File: src/verilog/fgm_cfg.svh
/*
  constants for the fsk / gfsk divider modulator: register offsets,
  field positions, reset values and shaping figures.
  assumes inclusion by bare name from the modules that use it.
*/
`ifndef FGM_CFG_SVH
`define FGM_CFG_SVH

// register byte addresses
`define FGM_ADDR_TX_CFG_ONE 8'h05
`define FGM_ADDR_FRAC_TOP_A 8'h0C
`define FGM_ADDR_FRAC_TOP_B 8'h10
`define FGM_ADDR_FRAC_TOP_C 8'h14
`define FGM_ADDR_FRAC_TOP_D 8'h18
`define FGM_ADDR_DEV        8'h1C
`define FGM_ADDR_STEP_DIV_LO 8'h1D
`define FGM_ADDR_SHAPE_CFG  8'h1E
// second setup copies, channel words and status, chosen offsets
`define FGM_ADDR_TX_CFG_ONE_B 8'h20
`define FGM_ADDR_DEV_B      8'h21
`define FGM_ADDR_STEP_DIV_LO_B 8'h22
`define FGM_ADDR_SHAPE_B    8'h23
`define FGM_ADDR_CHAN_BASE  8'h30
`define FGM_ADDR_STATUS     8'h40

// field positions
`define FGM_TX_INVERT_BIT   3
`define FGM_TX_FSK_BIT      0
`define FGM_SHAPE_BYP_BIT   3
`define FGM_DEV_SCALE_LSB   5

// reset values
`define FGM_RST_DEV         8'hDF
`define FGM_RST_STEP_DIV_LO 8'h08
`define FGM_RST_SHAPE       8'h00
`define FGM_RST_TX_CFG_ONE 8'h01
`define FGM_RST_FRAC_TOP    8'h10

// shaping figures
`define FGM_SHAPE_STEPS     16
`define FGM_DEV_FACTOR      190
`define FGM_DEV_SCALE_SHIFT 6

`endif

File: src/verilog/fgm_pkg.sv
/*
  types for the fsk / gfsk divider modulator.
  assumes the cfg header sits on the include path.
*/
package fgm_pkg;
  // one modulation setup
  typedef struct packed {
    logic [7:0] tx_cfg;
    logic [7:0] dev;
    logic [10:0] shape_div;
    logic shape_bypass;
  } fgm_setup_t;

  // divider word: 7 bit integer, 21 bit fraction
  typedef struct packed {
    logic [6:0] int_part;
    logic [20:0] frac_part;
  } fgm_word_t;

  typedef enum logic [1:0] {
    FGM_ST_IDLE = 2'b00,
    FGM_ST_STEP = 2'b01,
    FGM_ST_HOLD = 2'b10
  } fgm_state_t;
endpackage

File: src/verilog/fgm_step_clock.sv
/*
  shaping step clock: one-cycle enable every div+1 reference cycles.
  assumes a single reference clock and synchronous active low reset.
*/
`timescale 1ns/1ps
`default_nettype none
module fgm_step_clock
  import fgm_pkg::*;
#(
  parameter int DIV_W = 11
)(
  input wire logic i_clock, // reference clock
  input wire logic i_reset_n, // sync reset, active low
  input wire logic i_run, // divider runs while high
  input wire logic [DIV_W-1:0] i_div, // programmed divider value
  output logic o_tick // one-cycle step enable
);
  logic [DIV_W-1:0] count;
  logic [DIV_W-1:0] next_count;
  logic next_tick;

  always_comb
  begin
    next_count = count;
    next_tick = 1'b0;
    if (!i_run)
      next_count = '0;
    else if (count >= i_div)
    begin
      next_count = '0;
      next_tick = 1'b1;
    end
    else
      next_count = count + 1'b1;
  end

  always_ff @(posedge i_clock)
  begin
    if (!i_reset_n)
    begin
      count <= '0;
      o_tick <= 1'b0;
    end
    else
    begin
      count <= next_count;
      o_tick <= next_tick;
    end
  end
endmodule
`default_nettype wire

File: src/verilog/fgm_dev_calc.sv
/*
  deviation offset: 190 * magnitude * 2^scale / 64, rounded.
  assumes registered inputs; result is combinational.
*/
`timescale 1ns/1ps
`default_nettype none
`include "fgm_cfg.svh"
module fgm_dev_calc
  import fgm_pkg::*;
(
  input wire logic [4:0] i_mag, // deviation magnitude
  input wire logic [2:0] i_scale, // deviation scale code
  output logic [20:0] o_offset // offset in fraction lsbs
);
  logic [20:0] prod;

  always_comb
  begin
    prod = 21'(`FGM_DEV_FACTOR) * {16'h0000, i_mag};
    prod = prod << i_scale;
    // half lsb added before dropping six bits
    o_offset = (prod + 21'h00_0020) >> `FGM_DEV_SCALE_SHIFT;
  end
endmodule
`default_nettype wire

File: src/verilog/fgm_modulator.sv
/*
  fsk / gfsk divider modulator: registers, two setups, four channels,
  chip to divider word mapping and gaussian step walk.
  assumes the host gives encoded chips, a setup select and a channel
  select synchronous to i_clock.
*/
`timescale 1ns/1ps
`default_nettype none
`include "fgm_cfg.svh"
// Behaviour
// - with no inversion a one chip selects the upper word, a zero the lower.
// - the invert bit swaps which chip value gives which deviation.
// - mapping acts on encoder chips, which are the i_chip input here.
// - unshaped fsk only switches between two fixed divider words.
// - shaping is on when the bypass bit is zero, off when it is one.
// - a field of transmit config one selects ask or fsk.
// - two setups are held and a host bit picks the active one.
// - offset is magnitude times 190 times two to the scale over 64.
// - in ask mode shaping stays off whatever the bypass bit says.
// - in gfsk the word walks in fixed steps across one chip edge.
// - each transition takes 16 steps paced by the step clock.
// - step clock is the reference divided by divider value plus one.
// - step divider is 11 bits, low byte plus three bits in shape config.
module fgm_modulator
  import fgm_pkg::*;
#(
  parameter int CHANNELS = 4,
  parameter int STEPS = `FGM_SHAPE_STEPS
)(
  input wire logic i_clock, // reference clock, 50 MHz
  input wire logic i_reset_n, // sync reset, active low
  input wire logic [7:0] i_addr, // register address
  input wire logic [7:0] i_wdata, // register write data
  input wire logic i_write, // write strobe
  input wire logic i_read, // read strobe
  input wire logic i_chip, // encoded chip value
  input wire logic i_setup_sel, // setup select from command
  input wire logic [1:0] i_channel, // active channel
  output logic [7:0] o_rdata, // read data, one cycle later
  output fgm_word_t o_div_word, // divider word to synthesizer
  output logic o_fsk_mode, // fsk selected
  output logic o_shaping // gaussian shaping active
);
  fgm_setup_t setup [2];
  fgm_setup_t next_setup [2];
  logic [7:0] frac_top [CHANNELS];
  logic [7:0] next_frac_top [CHANNELS];
  fgm_word_t nominal [CHANNELS];
  fgm_word_t next_nominal [CHANNELS];
  logic [7:0] next_rdata;

  // channel register decode, used by write and read paths
  function automatic logic [2:0] frac_top_hit(input logic [7:0] a);
    unique case (a)
      `FGM_ADDR_FRAC_TOP_A: frac_top_hit = 3'h4;
      `FGM_ADDR_FRAC_TOP_B: frac_top_hit = 3'h5;
      `FGM_ADDR_FRAC_TOP_C: frac_top_hit = 3'h6;
      `FGM_ADDR_FRAC_TOP_D: frac_top_hit = 3'h7;
      default: frac_top_hit = 3'h0;
    endcase
  endfunction

  // register writes, two setups kept separately
  always_comb
  begin
    logic [2:0] hit;
    hit = frac_top_hit(i_addr);
    next_setup = setup;
    next_frac_top = frac_top;
    next_nominal = nominal;
    if (i_write)
    begin
      unique case (i_addr)
        `FGM_ADDR_TX_CFG_ONE: next_setup[0].tx_cfg = i_wdata;
        `FGM_ADDR_DEV: next_setup[0].dev = i_wdata;
        `FGM_ADDR_STEP_DIV_LO: next_setup[0].shape_div[7:0] = i_wdata;
        // upper divider bits share shape config
        `FGM_ADDR_SHAPE_CFG:
        begin
          next_setup[0].shape_div[10:8] = i_wdata[2:0];
          next_setup[0].shape_bypass = i_wdata[`FGM_SHAPE_BYP_BIT];
        end
        `FGM_ADDR_TX_CFG_ONE_B: next_setup[1].tx_cfg = i_wdata;
        `FGM_ADDR_DEV_B: next_setup[1].dev = i_wdata;
        `FGM_ADDR_STEP_DIV_LO_B: next_setup[1].shape_div[7:0] = i_wdata;
        `FGM_ADDR_SHAPE_B:
        begin
          next_setup[1].shape_div[10:8] = i_wdata[2:0];
          next_setup[1].shape_bypass = i_wdata[`FGM_SHAPE_BYP_BIT];
        end
        default: ;
      endcase
      // chosen map: base + 4*ch + 0..2 for int, frac low, frac mid
      for (int c = 0; c < CHANNELS; c++)
      begin
        if (i_addr == `FGM_ADDR_CHAN_BASE + 8'(4 * c))
          next_nominal[c].int_part = i_wdata[6:0];
        if (i_addr == `FGM_ADDR_CHAN_BASE + 8'(4 * c + 1))
          next_nominal[c].frac_part[7:0] = i_wdata;
        if (i_addr == `FGM_ADDR_CHAN_BASE + 8'(4 * c + 2))
          next_nominal[c].frac_part[15:8] = i_wdata;
        // low five bits are fraction bits 20 to 16
        if (hit[2] && hit[1:0] == 2'(c))
        begin
          next_frac_top[c] = i_wdata;
          next_nominal[c].frac_part[20:16] = i_wdata[4:0];
        end
      end
    end
  end

  always_ff @(posedge i_clock)
  begin
    if (!i_reset_n)
    begin
      for (int s = 0; s < 2; s++)
      begin
        setup[s].tx_cfg <= `FGM_RST_TX_CFG_ONE;
        setup[s].dev <= `FGM_RST_DEV;
        setup[s].shape_div <= {3'h0, `FGM_RST_STEP_DIV_LO};
        setup[s].shape_bypass <= 1'b0;
      end
      for (int c = 0; c < CHANNELS; c++)
      begin
        frac_top[c] <= `FGM_RST_FRAC_TOP;
        nominal[c] <= {7'h40, 21'h10_0000};
      end
    end
    else
    begin
      setup <= next_setup;
      frac_top <= next_frac_top;
      nominal <= next_nominal;
    end
  end

  // active setup and derived controls
  fgm_setup_t act;
  logic fsk_sel;
  logic shape_en;
  logic want_hi;
  logic [20:0] offset;
  fgm_word_t nom;
  logic [27:0] word_hi;
  logic [27:0] word_lo;

  // host bit picks setup without rewrite
  assign act = setup[i_setup_sel];
  // mode field of transmit config one
  assign fsk_sel = act.tx_cfg[`FGM_TX_FSK_BIT];
  assign shape_en = fsk_sel && !act.shape_bypass;
  assign want_hi = i_chip ^ act.tx_cfg[`FGM_TX_INVERT_BIT];
  assign nom = nominal[i_channel];

  fgm_dev_calc u_dev
  (
    .i_mag(act.dev[4:0]),
    .i_scale(act.dev[7:5]),
    .o_offset(offset)
  );

  assign word_hi = nom + {7'h00, offset};
  assign word_lo = nom - {7'h00, offset};

  // gaussian walk state
  fgm_state_t state;
  fgm_state_t next_state;
  logic [4:0] step;
  logic [4:0] next_step;
  logic target_hi;
  logic next_target_hi;
  fgm_word_t next_div_word;
  logic tick;

  fgm_step_clock #(.DIV_W(11)) u_step
  (
    .i_clock(i_clock),
    .i_reset_n(i_reset_n),
    .i_run(state == FGM_ST_STEP),
    .i_div(act.shape_div),
    .o_tick(tick)
  );

  // step interpolation between low and high word
  function automatic logic [27:0] blend(input logic [27:0] lo,
                                        input logic [27:0] hi,
                                        input logic [4:0] k,
                                        input logic up);
    logic [33:0] span;
    logic [33:0] part;
    span = {6'h00, hi - lo};
    part = (span * {29'h0, k}) >> 4;
    blend = up ? 28'(lo + part[27:0]) : 28'(hi - part[27:0]);
  endfunction

  // next divider word and walk
  always_comb
  begin
    next_state = state;
    next_step = step;
    next_target_hi = target_hi;
    next_div_word = o_div_word;
    // nominal word in ask mode, else only the two words, or steps between them
    if (!fsk_sel)
    begin
      next_state = FGM_ST_IDLE;
      next_div_word = nom;
    end
    else if (!shape_en)
    begin
      // new word on the next cycle
      next_state = FGM_ST_IDLE;
      next_target_hi = want_hi;
      next_div_word = want_hi ? word_hi : word_lo;
    end
    else
    begin
      unique case (state)
        FGM_ST_IDLE, FGM_ST_HOLD:
        begin
          next_div_word = target_hi ? word_hi : word_lo;
          if (want_hi != target_hi)
          begin
            next_state = FGM_ST_STEP;
            next_target_hi = want_hi;
            next_step = 5'h00;
          end
          else
            next_state = FGM_ST_HOLD;
        end
        FGM_ST_STEP:
        begin
          if (tick)
          begin
            next_step = step + 5'h01;
            next_div_word = blend(word_lo, word_hi, step + 5'h01, target_hi);
            if (step + 5'h01 == 5'(STEPS))
              next_state = FGM_ST_HOLD;
          end
        end
        default: next_state = FGM_ST_IDLE;
      endcase
    end
  end

  // read path: status shows live state
  always_comb
  begin
    logic [2:0] hit;
    hit = frac_top_hit(i_addr);
    next_rdata = 8'h00;
    if (i_read)
    begin
      if (hit[2])
        next_rdata = {2'b00, frac_top[hit[1:0]][5:0]};
      else
        unique case (i_addr)
          `FGM_ADDR_TX_CFG_ONE: next_rdata = setup[0].tx_cfg;
          `FGM_ADDR_DEV: next_rdata = setup[0].dev;
          `FGM_ADDR_STEP_DIV_LO: next_rdata = setup[0].shape_div[7:0];
          `FGM_ADDR_SHAPE_CFG: next_rdata = {4'h0, setup[0].shape_bypass,
                                            setup[0].shape_div[10:8]};
          `FGM_ADDR_TX_CFG_ONE_B: next_rdata = setup[1].tx_cfg;
          `FGM_ADDR_DEV_B: next_rdata = setup[1].dev;
          `FGM_ADDR_STEP_DIV_LO_B: next_rdata = setup[1].shape_div[7:0];
          `FGM_ADDR_SHAPE_B: next_rdata = {4'h0, setup[1].shape_bypass,
                                          setup[1].shape_div[10:8]};
          `FGM_ADDR_STATUS: next_rdata = {1'b0, step, state};
          default: next_rdata = 8'h00;
        endcase
    end
  end

  always_ff @(posedge i_clock)
  begin
    if (!i_reset_n)
    begin
      state <= FGM_ST_IDLE;
      step <= 5'h00;
      target_hi <= 1'b0;
      o_div_word <= '0;
      o_rdata <= 8'h00;
      o_fsk_mode <= 1'b0;
      o_shaping <= 1'b0;
    end
    else
    begin
      state <= next_state;
      step <= next_step;
      target_hi <= next_target_hi;
      o_div_word <= next_div_word;
      o_rdata <= next_rdata;
      o_fsk_mode <= fsk_sel;
      o_shaping <= shape_en;
    end
  end
endmodule
`default_nettype wire

File: config.mk
export PLATFORM = sky130hd
export DESIGN_NAME = fgm_modulator
export DESIGN_NICKNAME = d
export VERILOG_FILES = /design/src/verilog/fgm_pkg.sv /design/src/verilog/fgm_step_clock.sv /design/src/verilog/fgm_dev_calc.sv /design/src/verilog/fgm_modulator.sv
export VERILOG_INCLUDE_DIRS = /design/src /design/src/verilog
export SDC_FILE = /design/constraint.sdc
export NUM_CORES = 1
export LEC_CHECK = 0
export ABC_CLOCK_PERIOD_IN_PS = 25600
export BUFFER_PORTS_ARGS = -buffer_cell sky130_fd_sc_hd__buf_4
export CAP_MARGIN = 10
export CORE_AREA = 4 4 163 322
export CTS_BUF_LIST = sky130_fd_sc_hd__clkbuf_4 sky130_fd_sc_hd__clkbuf_8 sky130_fd_sc_hd__clkbuf_16
export DETAILED_ROUTE_END_ITERATION = 16
export DIE_AREA = 0 0 167 326
export SLEW_MARGIN = 20
export SYNTH_ARGS = -nofsm -noshare
export SYNTH_HDL_FRONTEND = slang
export SYNTH_SLANG_ARGS = --single-unit
File: constraint.sdc
create_clock -name i_clock -period 25.6 [get_ports i_clock]
set_clock_uncertainty 0.15 [all_clocks]
set_input_delay 7.68 -clock i_clock [delete_from_list [all_inputs] [get_ports i_clock]]
set_output_delay 7.68 -clock i_clock [all_outputs]
set_load 0.1 [all_outputs]
==> metrics list <==
- STA classifies the critical path endpoint as a flop.
- In this run the mean area of a mapped cell was 7.99 um^2.
- The final critical path takes up 91.3% of the cycle.
- Overall power consumption after layout is estimated at 1090 uW.
- The worst hold path passes through 2 cells.
- Setup violations remaining at the end of the flow were counted as 0.
* P_leak: 0.0101 uW
* Number of maximum-capacitance constraint violations: 0
* Final Hold Vio Count: 0
- Global routing consumed, on the met2 layer, 50.5% of the routing resources.
- The commonest cells after synthesis are nor2_1, nand2_1, dfxtp_1.
- For this block, the initial DRC count from the detailed router was 1190.
- The initial utilization of the core area, before any placement, comes to 44.4%.
* Max-slew headroom at the worst pin: 20.5%
- Mean routed wirelength per cell: 21.2 um
- The most used flip-flop cell after synthesis is dfxtp_1.
- For this run, the top clock speed supported by timing is 42.8 MHz.
- Clock latency reported for the late side of the worst-skew pair: 540 ps
- Summed over all failing endpoints, the final setup total negative slack is 0 ps.
- 62 I/O pins were placed.
- Number of buffers on the longest clock path: 3
- DRC: 0
* Routed vias: 20300
- Synthesis produced 2784 cells.
- Drt first pass iters: 8
- Worst-case hold path end point: setup[25]
* Placed wire-length estimate: 58.5 mm
* Data arrival time at the worst-slack endpoint: 23620 ps
- In this run the critical register-to-register path is launched from setup[43].
- In the post-synthesis netlist, the cell with the most instances is nor2_1.
- The share of synthesized area in the top cell type comes to 20.7%.
- Top Family by Delay on Critical Path: adder cells
* Number of fill cells in the layout: 5000
- Top cells by area, synth: dfxtp_1, ha_1, fa_1
- The number of antenna violations at the first check in global routing came to 0.
- Measured in cells, the most critical reg-to-reg path has a length of 67.
- Non-filler cells, final: 3442
- After detailed placement, the design holds a cell count of 3403.
- Die Y: 326 um
* Share of post-route cells with drive strength above 1: 8.38%
- P per Cell Area: 45.5 nW/um^2
- Min-Delay Startpoint: setup[25]
- Once layout is done, the placed cells without fillers occupy 24100 um^2.
- Number of enable-type register cells in the synthesized netlist: 0
- Post-place instance area: 23300 um^2
* Clock Pin Slew Worst Setup and Hold Paths: 70 ps
- CTS root buffer: clkbuf_16
- Die Wd: 167 um
* R2r setup slk: 9490 ps
- Average vias per placed instance: 5.91
* Wire length reported by the detailed router: 73.1 mm
- The slowest stage of the critical path is the fa_1 cell.
- Ant diodes: 0
- Relative to the synthesized area, the layout overhead comes to 8.17%.
- The core region is 50100 um^2.
* Element type at the critical path start: input pin
* First-pass GRT wire length: 113 mm
- Unique masters post-synth: 93
- In this design, the critical path's most frequently occurring cell is o21ai_0.
- Residual overflow from global routing: 0
* Count of final max-slew check failures: 0
- Post-CTS Repair Setup Buffers: 0
* Slew at the pin with the worst max-slew slack: 1180 ps
* Library cell occupying the most area in the post-synthesis netlist: dfxtp_1
- For the worst setup path, the data required time is 25850 ps.
* Classification of the worst setup path: in2reg
- Number of input and output port buffers inserted: 61
- Post-synthesis register bit count: 230
- Global routing used 26.2% of the available met1 tracks.
- In this run the cell area of the synthesized design comes to 22200 um^2.
- The via count of the first global-routing pass is 20500.
* TritonCTS clock tree: built
- Highest net fanout along the worst path: 27
* Count of buffer and inverter cells on the critical path: 7
- Yosys Warn Count: 0
- Clock H-tree levels: 1
- # rows: 116
- All-Layer GR Usage: 25.8%
* Total CTS buffers: 23
- Critical R2R Capture: o_div_word[27]
- Post-CTS repair changed the size of 0 cells.
- After synthesis, flip-flops and latches occupy 20.7% of the total area.
- The congestion estimate from routability-driven global placement came to 0.932.
- Synthesized net count: 3061
- Async S/R FF share, synth: 0%
* Clk sinks: 230
- Floorplan die area: 54400 um^2
- Cells fill 48.0% of the core in the end.
* GRT busiest layer: met2
- # nets final: 3056
- CTS Hold Buffers Added: 0
* Max rail drop VDD: 0.0560 mV
* Minimum clock period: 23370 ps
- Status: finished, final reports clean
- Pin count of the biggest net entering global routing: 94
* Met3 track demand over resource in global routing: 1.70%
* Type of the tightest min-delay check: reg2reg
- In this run the remaining antenna-violating nets after routing total 0.
* Setup repair after global routing missed its margin: no
- For this run, the slowest stage of the critical path takes 590 ps.
-- layer usage --
layer,up-vias,share of wire [%]
met2,593,54
met1,9828,35
li1,9699,-
met3,220,3.2
met4,0,7.3
met5,-,0
-- where the power goes --
| group | internal [uW] | total (uW) | leakage [uW] | switching [uW] |
|---|---|---|---|---|
| clock | 195 | 353 | 0.000379 | 159 |
| combinational | 122 | 366 | 0.00784 | 244 |
| sequential | 367 | 375 | 0.00186 | 8.31 |
-- logic make-up after synthesis --
family,count (synthesis),share of synthesized area (%)
fa+ha+maj,266,17.8
other cells,2,0.0338
compound gates,572,17.3
flops,230,20.7
simple gates,1002,20.8
mux,191,10.3
xor+xnor,186,7.36
buf+inv,335,5.74
-- worst max-delay path by stage --
stage | from | endpoint | slack (ps) | depth (start not counted)
3_3_place_gp | i_setup_sel | o_div_word[27] | 2100 | 67
5_1_grt | i_setup_sel | o_div_word[27] | 900 | 68
6_report | i_setup_sel | o_div_word[27] | 2230 | 68
3_5_place_dp | i_setup_sel | o_div_word[27] | 1820 | 67
2_1_floorplan | i_setup_sel | o_div_word[27] | 3220 | 67
4_1_cts | i_setup_sel | o_div_word[27] | 2320 | 68
-- cell type report --
| type | count | area (um^2) | share of cell area (%) |
|---|---|---|---|
| clock buffer | 27 | 612 | 2.54 |
| inverter | 212 | 798 | 3.32 |
| timing repair buffer | 93 | 698 | 2.90 |
| tap | 649 | 812 | 3.38 |
| multi-input combinational | 2219 | 16400 | 68.1 |
| sequential | 230 | 4610 | 19.1 |
| clock inverter | 12 | 141 | 0.588 |
-- worst register-to-register path: cells and delay by family, from the launching register on --
| kind | cells | cell delay (ps) |
|---|---|---|
| buf+inv | 6 | 390 |
| flops | 1 | 390 |
| xor+xnor | 5 | 1030 |
| simple gates | 17 | 2830 |
| mux | 1 | 350 |
| fa+ha+maj | 13 | 5520 |
| compound gates | 25 | 5320 |
-- stage by stage --
step	setup slack, ps	hold slack (ps)
global placement	2100	293
CTS	2320	309
detailed placement	1820	300
finish	2230	310
global route	900	322
floorplan	3220	286
-- sequential cells by signal, indices dropped and copies added, names as in the netlist, 2 cells and up --
register / count
o_rdata: 8
frac_top: 24
u_step.count: 11
o_div_word: 28
state: 2
setup: 56
nominal: 92
step: 5
-- placed cells by master (no fill, tap or decap), types with 93 or more instances in the layout --
master | synthesis | routed
buf_4 | 0 | 93
nand2_1 | 241 | 241
a21oi_1 | 164 | 164
ha_1 | 165 | 165
dfxtp_1 | 230 | 229
nor2_1 | 367 | 364
o21ai_0 | 99 | 98
mux2i_1 | 146 | 145
nand3_1 | 108 | 108
xnor2_1 | 126 | 126
inv_1 | 211 | 210
No activity file was read; power rests on OpenSTA's default activity.
